File: config.mk
export PLATFORM = sky130hd
export DESIGN_NAME = tcpp_top
export DESIGN_NICKNAME = d
export VERILOG_FILES = /design/src/rtl/tcpp_sync.v /design/src/rtl/tcpp_avg4.v /design/src/rtl/tcpp_top.v
export VERILOG_INCLUDE_DIRS = /design/src /design/src/inc
export SDC_FILE = /design/constraint.sdc
export NUM_CORES = 1
export LEC_CHECK = 0
export BUFFER_PORTS_ARGS = -buffer_cell sky130_fd_sc_hd__buf_2
export CAP_MARGIN = 15
export CORE_ASPECT_RATIO = 1.75
export CORE_MARGIN = 2
export CORE_UTILIZATION = 60
export DETAILED_ROUTE_END_ITERATION = 10
export PLACE_DENSITY_LB_ADDON = 0.3
export SKIP_CTS_REPAIR_TIMING = 1
export SLEW_MARGIN = 0
export SYNTH_ARGS = -nofsm -noshare
export SYNTH_HDL_FRONTEND = slang
export SYNTH_SLANG_ARGS = --single-unit
File: constraint.sdc
create_clock -name SYS_CLK -period 8.4 [get_ports SYS_CLK]
set_clock_uncertainty 0.05 [all_clocks]
set_input_delay 1.68 -clock SYS_CLK [delete_from_list [all_inputs] [get_ports SYS_CLK]]
set_output_delay 1.68 -clock SYS_CLK [all_outputs]
set_load 0.005 [all_outputs]
File: src/inc/tcpp_defines.vh
// constants for the temperature channel post-processing block
// Function
// - measure internal channel plus up to three external channels, all sharing one rate setting
// - dynamic averaging lengthens every external conversion according to conversion rate
// - dynamic factor 8x at 1/s, 4x at 2/s, 2x at 4/s, 1x at 8/s
// - with dynamic averaging off, external factor stays 1x at every rate
// - first external channel has a four-times digital averaging filter
// - each measurement the filter reports mean of four latest samples
// - averaging_off_bit bypasses the filter and reports raw samples
// - every channel is checked for open and short diode faults
// - a faulted channel reports high byte 80h
// - a diode fault also sets the diode fault status flag
// - external channel one and two connection fixed once at power-up from strap
// - third external channel measured only with channel two anti-parallel pair
// - external beta chosen automatically from detected diode type, except channel one with strap floating
// - strap low, floating pick channel one with, without correction; high picks two
// - second configuration register holds conversion rate for all channels
`ifndef TCPP_DEFINES_VH
`define TCPP_DEFINES_VH
// ====================
// register offsets
`define TCPP_ADDR_CFG2 8'h21
`define TCPP_ADDR_STAT 8'h23
`define TCPP_ADDR_FAULT 8'h26
`define TCPP_ADDR_IEN 8'h28
`define TCPP_ADDR_ICLR 8'h29
`define TCPP_ADDR_TEMP0 8'h00
// ====================
// fields of second configuration register
`define TCPP_CFG2_RATE_LSB 0
`define TCPP_CFG2_DYN 2
`define TCPP_CFG2_AVGOFF 3
`define TCPP_CFG2_RST 8'h00
// ====================
// strap decode and constants
`define TCPP_STRAP_LOW 2'h0
`define TCPP_STRAP_HIGH 2'h1
`define TCPP_STRAP_OPEN 2'h2
`define TCPP_FAULT_HI 8'h80
`define TCPP_CONV_TIME_US 1000
`define TCPP_CLK_MHZ 20
`endif

File: src/rtl/tcpp_sync.v
// three-stage input synchroniser with agreement check
`timescale 1ns/10ps
`default_nettype none
module tcpp_sync #(
  parameter W = 1
) (
  // clock and reset
  input wire clk,
  input wire rst_n,
  // data
  input wire [W-1:0] d,
  output reg [W-1:0] q
);
  reg [W-1:0] s1_reg;
  reg [W-1:0] s2_reg;
  reg [W-1:0] s3_reg;
  always @(posedge clk) begin
    if (!rst_n) begin
      s1_reg <= {W{1'b0}};
      s2_reg <= {W{1'b0}};
      s3_reg <= {W{1'b0}};
      q <= {W{1'b0}};
    end else begin
      s1_reg <= d;
      s2_reg <= s1_reg;
      s3_reg <= s2_reg;
      // change counts only once stages two and three agree
      if (s2_reg == s3_reg)
        q <= s3_reg;
    end
  end
endmodule // tcpp_sync
`default_nettype wire

File: src/rtl/tcpp_avg4.v
// four-sample running average filter for the first external channel
`timescale 1ns/10ps
`default_nettype none
module tcpp_avg4 (
  // clock and reset
  input wire clk,
  input wire rst_n,
  // sample in
  input wire in_valid,
  input wire [10:0] in_data,
  input wire bypass,
  // filtered out
  output reg out_valid,
  output reg [10:0] out_data
);
  reg [10:0] hist_reg [0:3];
  reg [1:0] ptr_reg;
  reg seeded_reg;
  reg [12:0] sum;
  integer i;
  integer j;
  always @* begin
    sum = {2'h0, in_data};
    for (i = 1; i < 4; i = i + 1)
      sum = sum + {2'h0, hist_reg[(ptr_reg + i[1:0]) & 2'h3]};
  end
  always @(posedge clk) begin
    if (!rst_n) begin
      for (j = 0; j < 4; j = j + 1)
        hist_reg[j] <= 11'h000;
      ptr_reg <= 2'h0;
      seeded_reg <= 1'b0;
      out_valid <= 1'b0;
      out_data <= 11'h000;
    end else begin
      out_valid <= in_valid;
      if (in_valid) begin
        if (!seeded_reg) begin
          // avoids early readings biased toward zero
          for (j = 0; j < 4; j = j + 1)
            hist_reg[j] <= in_data;
          seeded_reg <= 1'b1;
          out_data <= in_data;
        end else begin
          hist_reg[ptr_reg] <= in_data;
          ptr_reg <= ptr_reg + 2'h1;
          if (bypass)
            out_data <= in_data;
          else
            out_data <= sum[12:2];
        end
      end
    end
  end
endmodule // tcpp_avg4
`default_nettype wire

File: src/rtl/tcpp_top.v
// temperature channel post-processing: scheduling, filter, faults, registers
`timescale 1ns/10ps
`default_nettype none
`include "tcpp_defines.vh"
module tcpp_top #(
  parameter CONV_CYCLES = `TCPP_CONV_TIME_US * `TCPP_CLK_MHZ
) (
  // clock and reset
  input wire SYS_CLK,
  input wire RST_N,
  // strap: low, high and floating seen as two pin samples
  input wire STRAP_HIGH_IN,
  input wire STRAP_LOW_IN,
  // analog front end results
  input wire ADC_VALID,
  input wire [10:0] ADC_DATA,
  input wire ADC_OPEN,
  input wire ADC_SHORT,
  // conversion request to front end
  output reg ADC_START,
  output reg [1:0] ADC_CHAN,
  output reg [3:0] ADC_AVG,
  output reg ADC_BETA_AUTO,
  output reg ADC_CORR_EN,
  output reg ADC_ANTIPAR,
  // register port
  input wire [7:0] REG_ADDR,
  input wire [7:0] REG_WDATA,
  input wire REG_WR,
  input wire REG_RD,
  output reg [7:0] REG_RDATA,
  // interrupt
  output wire IRQ
);
  // ====================
  // strap capture
  wire [1:0] strap_sync;
  reg [1:0] strap_reg;
  reg strap_done_reg;
  reg [2:0] settle_reg;
  tcpp_sync #(.W(2)) u_sync (
    .clk(SYS_CLK),
    .rst_n(RST_N),
    .d({STRAP_HIGH_IN, STRAP_LOW_IN}),
    .q(strap_sync)
  );
  // strap caught once after sync settles, never re-read
  always @(posedge SYS_CLK) begin
    if (!RST_N) begin
      strap_reg <= `TCPP_STRAP_OPEN;
      strap_done_reg <= 1'b0;
      settle_reg <= 3'h0;
    end else if (!strap_done_reg) begin
      settle_reg <= settle_reg + 3'h1;
      // sync output only good after four edges, so read on the fifth
      if (settle_reg == 3'h4) begin
        strap_done_reg <= 1'b1;
        if (strap_sync[1])
          strap_reg <= `TCPP_STRAP_HIGH;
        else if (strap_sync[0])
          strap_reg <= `TCPP_STRAP_LOW;
        else
          strap_reg <= `TCPP_STRAP_OPEN;
      end
    end
  end
  // channel one and two connection fixed from strap
  wire ch1_corr = (strap_reg != `TCPP_STRAP_OPEN);
  wire ch2_antipar = (strap_reg == `TCPP_STRAP_HIGH);
  // ====================
  // configuration
  reg [7:0] cfg2_reg;
  reg [3:0] ien_reg;
  wire [1:0] rate = cfg2_reg[`TCPP_CFG2_RATE_LSB +: 2];
  wire dyn_en = cfg2_reg[`TCPP_CFG2_DYN];
  wire averaging_off_bit = cfg2_reg[`TCPP_CFG2_AVGOFF];
  // rate 0..3 means 1,2,4,8 per second
  function [3:0] tcpp_factor;
    input dyn;
    input [1:0] r;
    begin
      if (!dyn)
        tcpp_factor = 4'h1;
      else
        case (r)
          2'h0: tcpp_factor = 4'h8;
          2'h1: tcpp_factor = 4'h4;
          2'h2: tcpp_factor = 4'h2;
          default: tcpp_factor = 4'h1;
        endcase
    end
  endfunction
  // ====================
  // conversion scheduler
  localparam S_IDLE = 2'h0;
  localparam S_CONV = 2'h1;
  localparam S_WAIT = 2'h2;
  reg [1:0] state_reg;
  reg [1:0] chan_reg;
  reg [31:0] gap_reg;
  // round timeout is eight conversion times shifted right by rate; counted in clock cycles
  wire [31:0] period = (CONV_CYCLES * 8) >> rate;
  wire [1:0] last_chan = ch2_antipar ? 2'h3 : 2'h2;
  always @(posedge SYS_CLK) begin
    if (!RST_N) begin
      state_reg <= S_IDLE;
      chan_reg <= 2'h0;
      gap_reg <= 32'h0;
      ADC_START <= 1'b0;
      ADC_CHAN <= 2'h0;
      ADC_AVG <= 4'h1;
      ADC_BETA_AUTO <= 1'b0;
      ADC_CORR_EN <= 1'b0;
      ADC_ANTIPAR <= 1'b0;
    end else begin
      ADC_START <= 1'b0;
      if (state_reg != S_IDLE)
        gap_reg <= gap_reg + 32'h1;
      case (state_reg)
        S_IDLE: begin
          if (strap_done_reg) begin
            state_reg <= S_CONV;
            chan_reg <= 2'h0;
            gap_reg <= 32'h0;
          end
        end
        S_CONV: begin
          ADC_START <= 1'b1;
          ADC_CHAN <= chan_reg;
          // internal channel keeps unity factor
          ADC_AVG <= (chan_reg == 2'h0) ? 4'h1 :
                     tcpp_factor(dyn_en, rate);
          // front end detects diode type and picks beta itself
          ADC_BETA_AUTO <= (chan_reg == 2'h1) ? ch1_corr :
                           (chan_reg != 2'h0);
          ADC_CORR_EN <= (chan_reg == 2'h1) ? ch1_corr : 1'b1;
          ADC_ANTIPAR <= ch2_antipar && (chan_reg >= 2'h2);
          state_reg <= S_WAIT;
        end
        S_WAIT: begin
          if (ADC_VALID) begin
            if (chan_reg != last_chan) begin
              chan_reg <= chan_reg + 2'h1;
              state_reg <= S_CONV;
            end else begin
              chan_reg <= 2'h0;
              state_reg <= S_IDLE;
            end
          end else if (gap_reg >= period) begin
            // lost result: restart the round rather than hang
            chan_reg <= 2'h0;
            state_reg <= S_CONV;
            gap_reg <= 32'h0;
          end
        end
        default: state_reg <= S_IDLE;
      endcase
    end
  end
  // ====================
  // filter and result store
  wire avg_valid;
  wire [10:0] avg_data;
  wire ch1_sample = ADC_VALID && (state_reg == S_WAIT) &&
                    (chan_reg == 2'h1) && !ADC_OPEN && !ADC_SHORT;
  tcpp_avg4 u_avg (
    .clk(SYS_CLK),
    .rst_n(RST_N),
    .in_valid(ch1_sample),
    .in_data(ADC_DATA),
    .bypass(averaging_off_bit),
    .out_valid(avg_valid),
    .out_data(avg_data)
  );
  reg [15:0] temp_reg [0:3];
  reg [3:0] fault_reg;
  reg [3:0] stat_reg;
  wire take = ADC_VALID && (state_reg == S_WAIT);
  wire bad = ADC_OPEN || ADC_SHORT;
  wire [3:0] fault_set = take && bad ? (4'h1 << chan_reg) : 4'h0;
  wire clr_stb = REG_WR && (REG_ADDR == `TCPP_ADDR_ICLR);
  integer k;
  always @(posedge SYS_CLK) begin
    if (!RST_N) begin
      for (k = 0; k < 4; k = k + 1)
        temp_reg[k] <= 16'h0000;
      fault_reg <= 4'h0;
      stat_reg <= 4'h0;
      cfg2_reg <= `TCPP_CFG2_RST;
      ien_reg <= 4'h0;
    end else begin
      if (take) begin
        if (bad) begin
          temp_reg[chan_reg] <= {`TCPP_FAULT_HI, 8'h00};
        end else if (chan_reg != 2'h1) begin
          temp_reg[chan_reg] <= {ADC_DATA, 5'h00};
        end
        fault_reg[chan_reg] <= bad;
      end
      if (avg_valid)
        temp_reg[1] <= {avg_data, 5'h00};
      // set wins over a clear in the same cycle
      stat_reg <= (stat_reg & ~(clr_stb ? REG_WDATA[3:0] : 4'h0))
                  | fault_set;
      if (REG_WR && REG_ADDR == `TCPP_ADDR_CFG2)
        cfg2_reg <= {4'h0, REG_WDATA[3:0]};
      if (REG_WR && REG_ADDR == `TCPP_ADDR_IEN)
        ien_reg <= REG_WDATA[3:0];
    end
  end
  assign IRQ = |(stat_reg & ien_reg);
  // ====================
  // register read
  always @(posedge SYS_CLK) begin
    if (!RST_N) begin
      REG_RDATA <= 8'h00;
    end else if (REG_RD) begin
      if (REG_ADDR < 8'h08) begin
        if (REG_ADDR[0])
          REG_RDATA <= temp_reg[REG_ADDR[2:1]][7:0];
        else
          REG_RDATA <= temp_reg[REG_ADDR[2:1]][15:8];
      end else begin
        case (REG_ADDR)
          `TCPP_ADDR_CFG2: REG_RDATA <= cfg2_reg;
          `TCPP_ADDR_STAT: REG_RDATA <= {4'h0, stat_reg};
          `TCPP_ADDR_FAULT: REG_RDATA <= {4'h0, fault_reg};
          `TCPP_ADDR_IEN: REG_RDATA <= {4'h0, ien_reg};
          default: REG_RDATA <= 8'h00;
        endcase
      end
    end else begin
      REG_RDATA <= 8'h00;
    end
  end
endmodule // tcpp_top
`default_nettype wire

-- After elaboration in Yosys (flattened, before gate mapping)
Memories as Yosys holds them, arrays and structs flattened.
Cells that the tools add are included.
- $add $sub $neg: 9
- magnitude comparators: 5
- equality and inequality tests: 19
- shift-type cells: 2
- mux-type cells: 69
- bitwise gates (word level): 14
- reduce and logical (&&, ||, !) cells: 27
- operator list (cell ; number):
    32-bit two-way mux ; 4
    11-bit two-way mux ; 10
    32-bit one-hot mux with 2 select lines ; 1
    8-bit by 6-bit equality test with 1-bit output (second input constant) ; 5
    32-bit by 1-bit adder with 32-bit output (second input constant) ; 1
    32-bit greater-or-equal comparator ; 1
    18-bit by 2-bit right shift with 32-bit output (first input constant) ; 1
    1-bit two-way mux ; 31
    13-bit by 11-bit adder with 13-bit output ; 2
    2-bit two-way mux ; 11
    11-bit OR reduction ; 2
    4-bit two-way mux ; 4
    8-bit two-way mux ; 2
    4-bit one-hot mux with 4 select lines ; 1
    11-bit by 11-bit adder with 12-bit output ; 1
    4-bit one-hot mux with 3 select lines ; 1
    1-bit logical AND ; 10
    4-bit AND ; 2
    2-bit by 1-bit equality test with 1-bit output (second input constant) ; 4
    8-bit by 4-bit less-than comparator with 1-bit output (second input constant) ; 1
    2-bit AND reduction ; 4
    2-bit equality test (second input constant) ; 3
    2-bit logical NOT ; 3
    1-bit OR ; 6
    26 further kinds ; 34
- bits in registers: 99
- memory bits (writable): 88
- input port bits: 36
- output and inout bits: 19
- word-level logic and storage cells: 172
- memories: 2
- memories (memory ; words ; width ; read ports ; clocked after Yosys merged registers in ; wr ports ; line ; text):
    temp_reg ; 4 ; 11 ; 1 ; 0 ; 4 ; tcpp_top.v:175 ; reg [15:0] temp_reg [0:3];
    u_avg.hist_reg ; 4 ; 11 ; 3 ; 0 ; 4 ; tcpp_avg4.v:16 ; reg [10:0] hist_reg [0:3];

-- Longest topological paths before layout
- word-level depth: 10
- gate-level depth with buffers: 25
- mapped depth without buffers: 22

-- By module
A second synthesis with hierarchy kept.
- cells, all modules: 1010
- area, all modules: 10485.1 um^2
- by module, submodules not included (module ; instances ; cells an instance ; area each (um^2) ; seq. area each (um^2)):
    tcpp_top ; 1 ; 620 ; 5954.5 ; 2842.7
    tcpp_avg4 ; 1 ; 365 ; 4259.1 ; 1621.6
    tcpp_sync ; 1 ; 25 ; 271.5 ; 160.2

-- Least setup slack after synthesis
No wires, ideal clock.
- path type: register to register
- start: register u_avg.ptr_reg[0]
- end: register u_avg.out_data[8]
- setup time: 0.115 ns
- data arrival time: 5.719 ns
- data required time: 8.235 ns
- slack: 2.516 ns
- stages on the path, launching flop included: 26
- path buffers: 3
- period minus slack after synthesis: 5.884 ns
- cell sequence: dfxtp_1 -> buf_2 -> buf_1 -> inv_1 -> ha_1 -> clkbuf_1 -> mux4_2 -> ha_1 -> fa_1 -> a21o_1 -> a21oi_1 -> o21bai_1 -> a21oi_1 -> o21ai_0 -> a21o_1 -> a21oi_1 -> xor2_1 -> fa_1 -> inv_1 -> ha_1 -> nand2b_1 -> o221ai_1 -> a41oi_1 -> o31a_1 -> o21ai_0 -> and2_1
- longest elaborated chain between the ends: 7
- elaborated cells between the ends (all ways): 9
- classes of those cells: add/sub: 6; mux: 2; memory: 1
- ends and longest elaborated chain (what ; line ; text):
    start: declaration ; tcpp_avg4.v:17 ; reg [1:0] ptr_reg;
    start signal: assignment ; tcpp_avg4.v:46 ; ptr_reg <= ptr_reg + 2'h1;
    2-bit by 1-bit adder with 2-bit output ; tcpp_avg4.v:25 ; sum = sum + {2'h0, hist_reg[(ptr_reg + i[1:0]) & 2'h3]};
    memory read 4 x 11 bit * ; n/a ;
    11-bit by 11-bit adder with 12-bit output ; tcpp_avg4.v:25 ;
    13-bit by 11-bit adder with 13-bit output ; tcpp_avg4.v:25 ;
    13-bit by 11-bit adder with 13-bit output * ; tcpp_avg4.v:25 ;
    11-bit two-way mux * ; tcpp_avg4.v:47 ; if (bypass)
    11-bit two-way mux * ; tcpp_avg4.v:38 ; if (!seeded_reg) begin
    end signal: assignment ; tcpp_avg4.v:43 ; out_data <= in_data;
    end signal: assignment ; tcpp_avg4.v:48 ; out_data <= in_data;
    end signal: assignment ; tcpp_avg4.v:50 ; out_data <= sum[12:2];
    end: declaration ; tcpp_avg4.v:14 ; output reg [10:0] out_data
Every way passes the cells marked *; elsewhere a longest branch is shown, timed or not.
A chain may end at the register's enable or synchronous reset.

-- Worst setup path in the final report
Same ends and word-level chain as after synthesis.

==> impl_metrics.tcl <==
set metrics [dict create \
    status "completed" \
    htree_levels 4 \
    grt_first_pass_wirelength_um 38500 \
    crit_cells 23 \
    intPower_uw 1510 \
    ys_ff_latch 187 \
    p_sw_share_pct 26.7 \
    crit_path_end_kind "flip-flop" \
    cts_root_buf "clkbuf_16" \
    period_minus_slack_ps 6330 \
    cts_made_buffers 17 \
    synth_area_um2 10500 \
    finalSetupViolCount 0 \
    cts_num_sinks 187 \
    cp.required_ps 8690 \
    p_per_area_nw_per_um2 179 \
    syn2layout_area_growth_pct 9.24 \
    crit_fanout 36 \
    ys.flop_type "dfxtp_1" \
    antennaDiodeCount 0 \
    ant_nets 0 \
    pwr-share-comb_pct 11.9 \
    vdd_drop_max_v 0.000132 \
    clkPwrFrac_pct 40.2 \
    clkSlewWorstSetupHoldPaths_ps 70 \
    fin_cells 1287 \
    drc 0 \
    r2r_end "u_avg.out_data[8]$_SDFFE_PN0P_" \
    grt_pass1_vias 8070 \
    postSynthAreaPerCell_um2 10.3 \
    yosysUniqueCellTypes 71 \
    min_path_type "reg -> reg" \
    hold_violations 0 \
    worstMarginPinSlew_ps 936 \
    dpl.hpwl_um 17500 \
    slew_headroom_pct 37.5 \
    yosysSeqAreaShare_pct 44.1 \
    initial_core_util_pct 60.6 \
    final_max_slew_viol_count 0 \
    min_to "u_sync.s2_reg[0]$_SDFF_PN0_" \
    synth_nets 1118 \
    gp_congestion 0.853 \
    netlist_instances 1017 \
    worst_setup_path_start_kind "flip-flop" \
    rsz0062_at_grt "false" \
    via_count 7783 \
    dieWidth_um 104 \
    drv_cap 0 \
    setup_ws_ps 2070 \
    drt-initial-drc-count 484 \
    reg2regPathDepth 23 \
    gr-total-overflow 0 \
    portBuffers 50 \
    critPathMaxStageDelay_ps 900 \
    synth-async-reset-ratio_pct 0 \
    p_seq_share_pct 47.9 \
    ios 55 \
    fp.coreArea_um2 17300 \
    cp.arrival_ps 6630 \
    min_period_over_period_pct 75.4 \
    critPathBufInv 3 \
    drive_gt1_share_pct 14.7 \
    yosys_warnings 0 \
    wl_per_cell_um 18.0 \
    multi_input_area_um2 5330 \
    finalSetupTns_ps 0 \
    p_sw_uw 548 \
    drtPass1Iterations 5 \
    fillCellCount 1440 \
    drt_wl_total_um 23200 \
    cts_tree "built" \
    crit_type "reg -> reg" \
    grt_max_degree 48 \
    via_per_inst 6.05 \
    r2r_start "u_avg.ptr_reg[0]$_SDFFE_PN0P_" \
    holdCritStartpoint "u_sync.s1_reg[0]$_SDFF_PN0_" \
    clock_latency_ps 440 \
    synth-edff-count 88 \
    nets 1144 \
    max_freq_mhz 158 \
    die-area_um2 18600 \
    pre_cts_slack_ps 2040 \
    fin_total_pwr_uw 2050 \
    num_rows 64 \
    crit_family "adder cells" \
    grt_use_total_pct 26.4 \
    leakage_uw 0.00455 \
    regArea_um2 4630 \
    cp_cell_sequence "buf_4, inv_1, ha_1, mux4_2, ha_1, fa_1, a21o_1, a21oi_1, o21bai_1, a21oi_1, o21ai_0, a21o_1, a21oi_1, xor2_1, fa_1, inv_1, ha_1, nand2b_1, o221ai_1, a41oi_1, o31a_1, o21ai_0, and2_1" \
    antenna_found_initial 0 \
    slowest_stage "ha_1" \
    die_h_um 179 \
    dp.cells 1254 \
    clk_path_buf_depth 2 \
    worstHoldPathCells 1 \
    reg2reg_slack_ps 2070 \
]
[through the flow]
step	area [um^2]	util (%)	hold slack (ps)
3_3_place_gp	10800	62.7	368
5_1_grt	11400	66.2	406
3_5_place_dp	10800	62.7	373
2_1_floorplan	10500	-	362
4_1_cts	11400	66.2	391
6_report	11400	66.2	387
[layer usage]
layer	wire, um	vias up	part of all wire [%]	global-route usage (%)
met3	853	73	3.7	4.94
met2	13200	201	57	53.0
met1	8010	3781	35	24.7
met4	1140	0	4.9	14.2
met5	0	-	0	0
li1	-	3728	-	-
[cells in the mapped netlist (7+ instances only)]
library cell	count	area (um^2)
nand2b_1	12	75.1
o31ai_1	7	52.6
a22o_1	11	96.3
a31oi_1	10	62.6
a22oi_1	15	113
clkbuf_1	37	139
or3_1	7	43.8
a21oi_1	64	320
mux4_2	44	991
nor2_1	70	263
inv_1	72	270
a21o_1	21	158
ha_1	53	663
xnor2_1	15	131
edfxtp_1	88	2640
nand3_1	36	180
mux2i_1	9	90.1
nor3_1	15	75.1
and3_1	9	56.3
o21ai_0	46	230
and2_1	56	350
nor2b_1	11	68.8
fa_1	12	240
nand2_1	90	338
dfxtp_1	99	1980
nand4_1	11	68.8
nor4_1	7	43.8
[kinds of logic (layout without fill, tap and decap cells)]
group | count (synthesis) | count (layout) | share of synthesized area (%)
muxes | 54 | 54 | 10.4
buffers and inverters | 126 | 165 | 5.09
adders and majority gates | 65 | 65 | 8.62
DFF | 187 | 187 | 44.1
xor gates and xnor gates | 20 | 20 | 1.67
and+or+nand+nor | 351 | 351 | 16.9
AOI/OAI and AO/OA | 214 | 214 | 13.2
[worst register-to-register path: stages (launching register included)]
cell and delay (ps):
dfxtp_2 320, buf_4 490, inv_1 200, ha_1 900, mux4_2 410, ha_1 220
fa_1 410, a21o_1 180, a21oi_1 240, o21bai_1 120, a21oi_1 250, o21ai_0 210
a21o_1 230, a21oi_1 180, xor2_1 110, fa_1 540, inv_1 40, ha_1 350
nand2b_1 120, o221ai_1 110, a41oi_1 190, o31a_1 160, o21ai_0 70, and2_1 150
[placed cells by master, fill, tap and decap left out, types with 10 or more instances in the layout]
| cell | synthesis | final |
|---|---|---|
| dfxtp_1 | 99 | 98 |
| nand2_1 | 90 | 90 |
| edfxtp_1 | 88 | 88 |
| inv_1 | 72 | 72 |
| nor2_1 | 70 | 70 |
| a21oi_1 | 64 | 64 |
| and2_1 | 56 | 56 |
| ha_1 | 53 | 53 |
| buf_2 | 2 | 50 |
| o21ai_0 | 46 | 46 |
| mux4_2 | 44 | 44 |
| nand3_1 | 36 | 36 |
| a21o_1 | 21 | 21 |
| clkbuf_16 | 0 | 17 |
| xnor2_1 | 15 | 15 |
| a22oi_1 | 15 | 15 |
| nor3_1 | 15 | 14 |
| nand2b_1 | 12 | 12 |
| fa_1 | 12 | 12 |
| a22o_1 | 11 | 11 |
| nor2b_1 | 11 | 11 |
| nand4_1 | 11 | 11 |
| a31oi_1 | 10 | 10 |
| buf_4 | 1 | 10 |
[power groups by stage]
| stage | clock, uW | sequential, uW | combinational (uW) |
|---|---|---|---|
| final | 826 | 984 | 244 |
| after CTS | 836 | 984 | 245 |
| after global routing | 870 | 987 | 274 |
| after floorplan | 0 | 999 | 187 |
| after detailed placement | 0 | 1010 | 243 |
| after global placement | 0 | 1000 | 236 |
[how the worst max path moves through the flow]
stage,start,to,slack (ps)
finish,u_avg.ptr_reg[0]$_SDFFE_PN0P_,u_avg.out_data[8]$_SDFFE_PN0P_,2070
CTS,u_avg.ptr_reg[0]$_SDFFE_PN0P_,u_avg.out_data[8]$_SDFFE_PN0P_,2020
floorplan,u_avg.ptr_reg[0]$_SDFFE_PN0P_,u_avg.out_data[8]$_SDFFE_PN0P_,2520
detailed placement,u_avg.ptr_reg[0]$_SDFFE_PN0P_,u_avg.out_data[9]$_SDFFE_PN0P_,2040
global route,u_avg.ptr_reg[0]$_SDFFE_PN0P_,u_avg.out_data[8]$_SDFFE_PN0P_,1420
global placement,u_avg.ptr_reg[0]$_SDFFE_PN0P_,u_avg.out_data[8]$_SDFFE_PN0P_,2160
[layout make-up]
cell class | count | share of cell area [%]
Tap cell | 231 | 2.52
Timing Repair Buffer | 61 | 2.89
Multi-Input combinational cell | 704 | 46.5
Inverter | 72 | 2.36
Clock inverter | 14 | 1.45
Sequential cell | 187 | 40.4
Clock buffer | 18 | 3.84
Note: power is estimated with default switching activity, not from simulation.
